<file path="src/common/csmf_pkg.sv">
// Purpose: Shared constants and types for the current sensor message framer.
// Assumes: 50 MHz core clock, payload of eight bytes sent over a byte stream.
// Notes: Fault codes and the payload length are collected here once; the framer sets the payload layout.
package csmf_pkg;

    localparam int CLK_HZ = 50000000;
    localparam int PERIOD_MS = 10;
    localparam int PERIOD_CYC = PERIOD_MS * (CLK_HZ / 1000);
    localparam int OSC_LOSS_MS = 20;
    localparam int OSC_LOSS_CYC = OSC_LOSS_MS * (CLK_HZ / 1000);
    localparam int OVERCURRENT_MA = 580000;
    localparam logic [31:0] CURRENT_ZERO = 32'h80000000;
    localparam logic [31:0] CURRENT_FAIL = 32'hffffffff;
    localparam logic [6:0] FC_NONE = 7'h00;
    localparam logic [6:0] FC_MEMORY = 7'h40;
    localparam logic [6:0] FC_OVERCURRENT = 7'h41;
    localparam logic [6:0] FC_OSC_LOSS = 7'h42;
    localparam logic [6:0] FC_CLOCK = 7'h44;
    localparam logic [6:0] FC_SUPPLY = 7'h46;
    localparam logic [6:0] FC_ADC = 7'h47;
    localparam logic [6:0] FC_STALE = 7'h49;
    localparam logic [6:0] FC_DAC = 7'h4a;
    localparam logic [6:0] FC_VREF = 7'h4b;
    localparam int PAYLOAD_BYTES = 8;
    localparam int FIFO_DEPTH = 16;
    localparam logic [10:0] DEFAULT_ID = 11'h3c2;
    localparam logic [3:0] DLC_VALUE = 4'h8;

    // Failure inputs gathered in one carrier.
    typedef struct packed {
        logic memory;
        logic clock_dev;
        logic supply;
        logic adc;
        logic dac;
        logic vref;
    } csmf_faults_s;

    // One payload byte on its way to the controller, with a frame end marker.
    typedef struct packed {
        logic last;
        logic [7:0] data;
    } csmf_byte_s;

    typedef enum logic [1:0] {ST_IDLE, ST_LOAD, ST_PUSH} csmf_state_e;

endpackage : csmf_pkg

</file>
<file path="src/logic/csmf_framer.sv">
// Purpose: Builds the cyclic current message payload and streams it to a CAN controller.
// Assumes: Fault and oscillation inputs come from other clock domains or pins and are synchronised here.
// Notes: The controller handles bit timing, stuffing, CRC and acknowledge.
`timescale 1ns/1ps

module csmf_framer
    import csmf_pkg::*;
#(
    parameter int PERIOD_CYCLES = PERIOD_CYC,
    parameter int OSC_CYCLES = OSC_LOSS_CYC,
    parameter logic [23:0] SENSOR_LABEL = 24'h5a5a01, // Arbitrary value.
    parameter logic [10:0] CAN_ID = DEFAULT_ID
) (
    input wire logic CORE_CLK, // Core clock, 50 MHz.
    input wire logic ARST_N, // Asynchronous reset, active low.
    input wire logic [31:0] MEAS_VALUE, // Signed current in mA, core domain.
    input wire logic MEAS_STROBE, // Single-cycle strobe: new measurement.
    input wire csmf_faults_s FAULT_IN, // Fault levels from monitors, async.
    input wire logic OSC_IN, // Fluxgate excitation pin, async.
    output logic TX_REQ, // Frame header valid, level until taken.
    input wire logic TX_ACK, // Controller takes header.
    output logic [10:0] TX_ID, // Standard identifier.
    output logic TX_IDE, // Extended flag, always 0.
    output logic TX_RTR, // Remote flag, always 0.
    output logic [3:0] TX_DLC, // Data length code.
    output logic BYTE_VALID, // Payload byte valid.
    input wire logic BYTE_READY, // Controller accepts byte.
    output logic [7:0] BYTE_DATA, // Payload byte.
    output logic BYTE_LAST, // Last payload byte of frame.
    output logic FAIL_ACTIVE, // Failure flag of the last frame.
    output logic [6:0] FAULT_CODE // Fault code of the last frame.
);

    localparam int PW = $clog2(PERIOD_CYCLES + 1);
    localparam int OW = $clog2(OSC_CYCLES + 1);

    typedef struct packed {
        csmf_state_e state;
        logic [PW-1:0] period_cnt;
        logic [OW-1:0] osc_cnt;
        logic osc_lost;
        logic osc_prev;
        logic fresh;
        logic [31:0] meas;
        logic [63:0] payload;
        logic [2:0] byte_idx;
        logic hdr_pending;
        logic fail;
        logic [6:0] code;
        csmf_faults_s flt_s1;
        csmf_faults_s flt_s2;
        logic osc_s1;
        logic osc_s2;
    } csmf_state_s;

    csmf_state_s st_reg;
    csmf_state_s st_next;
    csmf_byte_s fifo_in;
    csmf_byte_s fifo_out;
    logic fifo_in_valid;
    logic fifo_in_ready;
    logic fifo_out_valid;
    logic overcurrent;
    logic [6:0] sel_code;
    logic [31:0] offset_value;

    // Magnitude test on the signed input; exactly 580 A in either direction still counts as normal.
    function automatic logic over_limit(input logic [31:0] v);
        logic signed [31:0] s;
        s = signed'(v);
        return (s > OVERCURRENT_MA) || (s < -OVERCURRENT_MA);
    endfunction : over_limit

    // Payload bit n maps to byte n/8; byte 0 holds bits 0..7 and goes fourth, after bytes 3, 2 and 1.
    function automatic logic [7:0] payload_byte(input logic [63:0] p, input logic [2:0] idx);
        return p[{idx, 3'h0} +: 8];
    endfunction : payload_byte

    assign overcurrent = over_limit(st_reg.meas);

    // Priority picks the most basic fault first; one code per frame.
    always_comb begin
        sel_code = FC_NONE;
        if (st_reg.flt_s2.memory) begin
            sel_code = FC_MEMORY;
        end else if (st_reg.flt_s2.clock_dev) begin
            sel_code = FC_CLOCK;
        end else if (st_reg.flt_s2.vref) begin
            sel_code = FC_VREF;
        end else if (st_reg.flt_s2.supply) begin
            sel_code = FC_SUPPLY;
        end else if (st_reg.flt_s2.adc) begin
            sel_code = FC_ADC;
        end else if (st_reg.flt_s2.dac) begin
            sel_code = FC_DAC;
        end else if (st_reg.osc_lost) begin
            sel_code = FC_OSC_LOSS;
        end else if (!st_reg.fresh) begin
            sel_code = FC_STALE;
        end else if (overcurrent) begin
            sel_code = FC_OVERCURRENT;
        end
    end

    // Signed mA to offset binary is a flip of the top bit.
    assign offset_value = st_reg.meas ^ CURRENT_ZERO;

    // Main sequencing, synchronisers and monitors.
    always_comb begin
        st_next = st_reg;
        st_next.flt_s1 = FAULT_IN;
        st_next.flt_s2 = st_reg.flt_s1;
        st_next.osc_s1 = OSC_IN;
        st_next.osc_s2 = st_reg.osc_s1;
        st_next.osc_prev = st_reg.osc_s2;
        // Any edge of the excitation restarts the watchdog.
        if (st_reg.osc_s2 != st_reg.osc_prev) begin
            st_next.osc_cnt = '0;
            st_next.osc_lost = 1'b0;
        end else if (st_reg.osc_cnt >= OW'(OSC_CYCLES)) begin
            st_next.osc_lost = 1'b1;
        end else begin
            st_next.osc_cnt = st_reg.osc_cnt + 1'b1;
        end
        if (MEAS_STROBE) begin
            st_next.meas = MEAS_VALUE;
            st_next.fresh = 1'b1;
        end
        // Free-running period; a frame still pushing or a header not yet taken at the tick makes the next frame wait for the following tick.
        if (st_reg.period_cnt >= PW'(PERIOD_CYCLES - 1)) begin
            st_next.period_cnt = '0;
        end else begin
            st_next.period_cnt = st_reg.period_cnt + 1'b1;
        end
        if (TX_ACK) begin
            st_next.hdr_pending = 1'b0;
        end
        case (st_reg.state)
            ST_IDLE: begin
                if (st_reg.period_cnt >= PW'(PERIOD_CYCLES - 1) && !st_reg.hdr_pending) begin
                    st_next.state = ST_LOAD;
                end
            end
            ST_LOAD: begin
                st_next.fail = (sel_code != FC_NONE);
                st_next.code = sel_code;
                st_next.payload[31:0] = (sel_code != FC_NONE) ? CURRENT_FAIL : offset_value;
                st_next.payload[32] = (sel_code != FC_NONE);
                st_next.payload[39:33] = sel_code;
                st_next.payload[63:40] = SENSOR_LABEL;
                // A strobe in this cycle counts for the next frame, not this one.
                st_next.fresh = MEAS_STROBE;
                st_next.byte_idx = '0;
                st_next.hdr_pending = 1'b1;
                st_next.state = ST_PUSH;
            end
            ST_PUSH: begin
                if (fifo_in_ready) begin
                    st_next.byte_idx = st_reg.byte_idx + 1'b1;
                    if (st_reg.byte_idx == 3'(PAYLOAD_BYTES - 1)) begin
                        st_next.state = ST_IDLE;
                    end
                end
            end
            default: begin
                st_next.state = ST_IDLE;
            end
        endcase
    end

    always_ff @(posedge CORE_CLK or negedge ARST_N) begin
        if (!ARST_N) begin
            st_reg <= '0;
        end else begin
            st_reg <= st_next;
        end
    end

    // Bytes are reordered so each multi-byte signal leaves high byte first.
    always_comb begin
        fifo_in.last = (st_reg.byte_idx == 3'(PAYLOAD_BYTES - 1));
        case (st_reg.byte_idx)
            3'h0: fifo_in.data = payload_byte(st_reg.payload, 3'h3);
            3'h1: fifo_in.data = payload_byte(st_reg.payload, 3'h2);
            3'h2: fifo_in.data = payload_byte(st_reg.payload, 3'h1);
            3'h3: fifo_in.data = payload_byte(st_reg.payload, 3'h0);
            3'h4: fifo_in.data = payload_byte(st_reg.payload, 3'h4);
            3'h5: fifo_in.data = payload_byte(st_reg.payload, 3'h7);
            3'h6: fifo_in.data = payload_byte(st_reg.payload, 3'h6);
            default: fifo_in.data = payload_byte(st_reg.payload, 3'h5);
        endcase
    end

    assign fifo_in_valid = (st_reg.state == ST_PUSH);

    csmf_fifo #(.WIDTH($bits(csmf_byte_s)), .DEPTH(FIFO_DEPTH)) u_fifo (
        .clk(CORE_CLK),
        .arst_n(ARST_N),
        .in_valid(fifo_in_valid),
        .in_ready(fifo_in_ready),
        .in_data(fifo_in),
        .out_valid(fifo_out_valid),
        .out_ready(BYTE_READY),
        .out_data(fifo_out)
    );

    // Header fields are constant apart from the request level.
    assign TX_REQ = st_reg.hdr_pending;
    assign TX_ID = CAN_ID;
    assign TX_IDE = 1'b0;
    assign TX_RTR = 1'b0;
    assign TX_DLC = DLC_VALUE;
    assign BYTE_VALID = fifo_out_valid;
    assign BYTE_DATA = fifo_out.data;
    assign BYTE_LAST = fifo_out.last;
    assign FAIL_ACTIVE = st_reg.fail;
    assign FAULT_CODE = st_reg.code;

endmodule : csmf_framer

</file>
<file path="src/logic/csmf_mem.sv">
// Purpose: Small register-output memory holding the FIFO words.
// Assumes: One write and one read port on the same clock.
// Notes: Read data is registered, so it appears one cycle after the address.
`timescale 1ns/1ps
module csmf_mem #(
    parameter int WIDTH = 9,
    parameter int DEPTH = 16,
    parameter int AW = $clog2(DEPTH)
) (
    input wire logic clk, // Core clock.
    input wire logic wr_en, // Write strobe.
    input wire logic [AW-1:0] wr_addr, // Write address.
    input wire logic [WIDTH-1:0] wr_data, // Write data.
    input wire logic [AW-1:0] rd_addr, // Read address.
    output logic [WIDTH-1:0] rd_data // Registered read data.
);

    logic [WIDTH-1:0] mem [DEPTH];

    // Storage is left without reset; the FIFO never reads an unwritten slot.
    always_ff @(posedge clk) begin
        if (wr_en) begin
            mem[wr_addr] <= wr_data;
        end
        rd_data <= mem[rd_addr];
    end

endmodule : csmf_mem

</file>
<file path="src/logic/csmf_fifo.sv">
// Purpose: Valid/ready FIFO buffering payload bytes toward the CAN controller.
// Assumes: Depth is a power of two.
// Notes: A one-word output register hides the memory read latency.
`timescale 1ns/1ps
module csmf_fifo #(
    parameter int WIDTH = 9,
    parameter int DEPTH = 16
) (
    input wire logic clk, // Core clock.
    input wire logic arst_n, // Asynchronous reset, active low.
    input wire logic in_valid, // Write request.
    output logic in_ready, // Space available.
    input wire logic [WIDTH-1:0] in_data, // Write data.
    output logic out_valid, // Output word present.
    input wire logic out_ready, // Consumer takes the word.
    output logic [WIDTH-1:0] out_data // Output word.
);

    localparam int AW = $clog2(DEPTH);

    typedef struct packed {
        logic [AW:0] wr_ptr;
        logic [AW:0] rd_ptr;
        logic pending;
        logic out_valid;
    } csmf_fifo_state_s;

    csmf_fifo_state_s st_reg;
    csmf_fifo_state_s st_next;
    logic [WIDTH-1:0] rd_data;
    logic [WIDTH-1:0] out_data_reg;
    logic do_wr;
    logic do_rd;
    logic empty;
    logic full;

    // The pending word counts as occupied so full stays honest.
    assign empty = (st_reg.wr_ptr == st_reg.rd_ptr);
    assign full = (st_reg.wr_ptr[AW] != st_reg.rd_ptr[AW]) && (st_reg.wr_ptr[AW-1:0] == st_reg.rd_ptr[AW-1:0]);
    assign in_ready = !full;
    assign do_wr = in_valid && !full;
    assign do_rd = !empty && !st_reg.pending && (!st_reg.out_valid || out_ready);
    assign out_valid = st_reg.out_valid;
    assign out_data = out_data_reg;

    csmf_mem #(.WIDTH(WIDTH), .DEPTH(DEPTH)) u_mem (
        .clk(clk),
        .wr_en(do_wr),
        .wr_addr(st_reg.wr_ptr[AW-1:0]),
        .wr_data(in_data),
        .rd_addr(st_reg.rd_ptr[AW-1:0]),
        .rd_data(rd_data)
    );

    // Pointer and output register bookkeeping.
    always_comb begin
        st_next = st_reg;
        if (do_wr) begin
            st_next.wr_ptr = st_reg.wr_ptr + 1'b1;
        end
        if (st_reg.out_valid && out_ready) begin
            st_next.out_valid = 1'b0;
        end
        if (st_reg.pending) begin
            st_next.out_valid = 1'b1;
            st_next.rd_ptr = st_reg.rd_ptr + 1'b1;
        end
        st_next.pending = do_rd;
    end

    always_ff @(posedge clk or negedge arst_n) begin
        if (!arst_n) begin
            st_reg <= '0;
        end else begin
            st_reg <= st_next;
        end
    end

    // Capture the memory word when it arrives.
    always_ff @(posedge clk or negedge arst_n) begin
        if (!arst_n) begin
            out_data_reg <= '0;
        end else if (st_reg.pending) begin
            out_data_reg <= rd_data;
        end
    end

endmodule : csmf_fifo

</file>
<file path="config.mk">
export PLATFORM = sky130hd
export DESIGN_NAME = csmf_framer
export DESIGN_NICKNAME = d
export VERILOG_FILES = /design/src/common/csmf_pkg.sv /design/src/logic/csmf_framer.sv /design/src/logic/csmf_mem.sv /design/src/logic/csmf_fifo.sv
export SDC_FILE = /design/constraint.sdc
export NUM_CORES = 1
export LEC_CHECK = 0
export ABC_AREA = 1
export BUFFER_PORTS_ARGS = -buffer_cell sky130_fd_sc_hd__buf_2
export CAP_MARGIN = 5
export CORE_MARGIN = 1
export CORE_UTILIZATION = 30
export DETAILED_ROUTE_END_ITERATION = 8
export HOLD_SLACK_MARGIN = 0.1
export RECOVER_POWER = 25
export SYNTH_ARGS = -nofsm -noshare
export SYNTH_HDL_FRONTEND = slang
export SYNTH_SLANG_ARGS = --single-unit
</file>
<file path="constraint.sdc">
create_clock -name CORE_CLK -period 2.45 [get_ports CORE_CLK]
set_clock_uncertainty 0.15 [all_clocks]
set_input_delay 0.49 -clock CORE_CLK [delete_from_list [all_inputs] [get_ports CORE_CLK]]
set_output_delay 0.49 -clock CORE_CLK [all_outputs]
set_load 0.005 [all_outputs]
</file>
==> flow_metrics.py <==
metrics = {
    "place": {
        "gp_congestion": 0.8757,
        "dp_worst_setup_slack_ps": 47.97,
        "dp_cells": 1853,
        "dp_hpwl_um": 18740,
        "port_buffers": 60,
    },
    "clock_tree": {
        "cts-root-buf": "clkbuf_16",
        "post-cts-setup-buffers": 0,
        "cts_made_buffers": 31,
        "h-tree-depth": 1,
        "insertion_delay_ps": 570,
        "max-clock-path-buffers": 3,
        "clk_pin_slew_ps": 60,
        "cts_sinks": 307,
        "cts_tree": "built",
    },
    "logic_synthesis": {
        "synth_seq_area_share_pct": 64.22,
        "synth_ff_type": "dfrtp_1",
        "synth.distinct_cells": 42,
        "synth-simple-area-share_pct": 16.84,
        "synth_edf_count": 144,
        "muxShareOfSynthArea_pct": 0.9229,
        "async_flop_share_pct": 50.16,
        "synth_xor_area_share_pct": 2.288,
        "synthCells": 1237,
        "avgSynthCellArea_um2": 10.52,
        "yosys_warnings": 0,
        "ys_ff_latch": 307,
        "netlist_area_mm2": 0.01301,
        "synth_compound_area_share_pct": 8.556,
        "synthAdderAreaFrac_pct": 1.346,
        "synth_top_family_by_area": "simple AND/OR/NAND/NOR gates",
    },
    "grt": {
        "grt_max_degree": 77,
        "use_met2_pct": 21.55,
        "antenna_found_initial": 0,
        "grt.met3_usage_pct": 1.907,
        "met1_usage_pct": 18.15,
        "first_global_vias": 9023,
        "grt_remaining_overflow": 0,
        "gr-max-usage-layer": "met2",
        "grt_usage_pct": 13.07,
        "grt_pass1_wl_um": 46540,
    },
    "finish": {
        "diodes": 0,
        "final_common_cell": "nand2_1",
        "post-route-util_pct": 36.70,
        "nets": 1409,
        "fin_cells": 1952,
        "syn2layout_area_growth_pct": 19.34,
        "drive_gt1_share_pct": 13.02,
        "largest_reg_flops": 144,
        "most-common-layout-cells": "nand2_1, nor2_1, dfrtp_1, edfxtp_1, inv_1",
    },
    "setup_path": {
        "arrival_ps": 2400,
        "worstSetupStartpoint": "u_fifo.st_reg[10]",
        "path_max_fanout": 9,
        "critical_path_class": "flop to flop",
        "crit_path_frequent_cell": "nand2_1",
        "cp-start-kind": "flop",
        "cp_slowest_cell": "nor2_1",
        "cp-end-kind": "flop",
        "critPathRequiredTime_ps": 2490,
        "cp_cell_sequence": "xor2_1 -> nor4_1 -> nand2_1 -> nand2_1 -> inv_2 -> nand2_1 -> nor2_1",
        "max_stage_delay_ps": 670,
        "reg2reg_from": "u_fifo.st_reg[10]",
        "regToRegSetupSlack_ps": 90,
    },
    "routing": {
        "dr.first_iter.drc_count": 414,
        "vias": 8975,
        "routedWlPerCell_um": 14.50,
        "drc": 0,
        "wl_um": 28300,
        "antenna_left": 0,
        "drtPass1Iterations": 5,
        "vias_per_cell": 4.598,
    },
    "floorplan": {
        "die_w_um": 210.3,
        "die_area_mm2": 0.04422,
        "start_util_pct": 30.75,
        "ioPinCount": 80,
        "die_y_um": 210.3,
        "core_mm2": 0.04232,
        "std_cell_rows": 75,
    },
    "hold_path": {
        "hold_class": "flop to flop",
        "hold_start": "st_next[0]",
    },
    "sta": {
        "fmax_ghz": 0.4233,
        "hold_viol": 0,
        "worst_slack_ps": 87.85,
        "slew_violations": 58,
        "rsz0062_at_grt": "yes",
        "setup_viol": 0,
        "max_slew_margin_pct": -3.011,
        "max_slew.worst_pin.slew_ps": 1545,
        "whs_ps": 197.8,
        "period_share_pct": 96.41,
        "fin_crit_ps": 2362,
    },
    "flow_run": {
        "drv_cap": 1,
    },
    "power_and_ir_drop": {
        "power_mw": 10.69,
        "power_density_mw_per_mm2": 688.1,
        "p_leak_nw": 6.023,
        "peakVddDrop_mv": 0.5217,
    },
    "status": {
        "violations": "capacitance limit, slew limit",
        "status": "finished, violations left",
    },
}
-- kinds of logic (layout without fill, tap and decap cells) --
| kind of cell | after synthesis | count (layout) |
|---|---|---|
| simple gates | 515 | 515 |
| other cells | 2 | 19 |
| xor+xnor | 34 | 34 |
| flops | 307 | 307 |
| mux | 12 | 12 |
| buf+inv | 171 | 292 |
| compound gates | 182 | 182 |
| fa+ha+maj | 14 | 14 |
-- worst paths after layout --
path,to,cells after the start
max in group asynchronous,u_fifo.st_reg[2],3
min in group asynchronous,st_reg[138],2
hold reg to reg,st_next[123],0
setup / recovery,u_fifo.u_mem.mem[12][8],7
hold / removal,st_next[123],0
setup reg to reg,u_fifo.u_mem.mem[12][8],7
-- what timing repair did --
action	4_1_cts	5_1_grt
endpoints found under the hold margin	99	0
gates resized for setup	0	15
hold buffers	42	0
endpoints found under the setup margin	0	145
-- power by group --
| group | switching [mW] | total [mW] | internal [mW] |
|---|---|---|---|
| sequential | 0.0418 | 5.47 | 5.42 |
| clock | 1.99 | 4.89 | 2.90 |
| combinational | 0.199 | 0.328 | 0.129 |
| total | 2.24 | 10.7 | 8.45 |
-- Yosys cell counts, types with 9 or more instances --
cell type  instances  area [um^2]
a21oi_1           35        175.2
xor2_1            28        245.2
o21ai_0           86        430.4
edfxtp_1         144         4324
mux2i_1           12        120.1
dfxtp_1            9        180.2
nand3_1           36        180.2
o32ai_1           24        210.2
inv_1             98        367.9
o221ai_1          12        105.1
clkbuf_1          35        131.4
nor2_1           190        713.2
ha_1              14        175.2
buf_4             28        210.2
dfrtp_1          154         3854
nor3_1            28        140.1
nand4_1           20        125.1
nand2_1          209        784.5
-- per-layer routing --
layer  vias to the layer above  routed length (um)
met4                         0                 453
met5                         -                   0
met3                        35                1071
li1                       4389                   -
met2                       176               13390
met1                      4375               13390
-- stage by stage --
| stage | TNS, ps | cell area (um^2) |
|---|---|---|
| 2_1_floorplan | 0 | 13080 |
| 3_3_place_gp | 0 | 14040 |
| 3_5_place_dp | 0 | 14040 |
| 4_1_cts | 0 | 15510 |
| 5_1_grt | -449.4 | 15530 |
| 6_report | 0 | 15530 |
-- layout make-up --
cell class              count  area (um^2)
multi-input cells         776         4008
clock buffers              35        810.8
flip-flops and latches    307         8361
clock inverters            22        241.5
repair buffers            133         1006
well taps                 577        721.9
inverters                 102        384.1
fillers                  4194        26790
-- critical path, delay by kind of cell, from the launching register on --
| kind | cells | cell delay [ps] |
|---|---|---|
| AND/OR/NAND/NOR | 5 | 1120 |
| flip-flops | 1 | 420 |
| XOR/XNOR | 1 | 180 |
| buffers and inverters | 1 | 110 |
(Power assumes the default switching activity.)
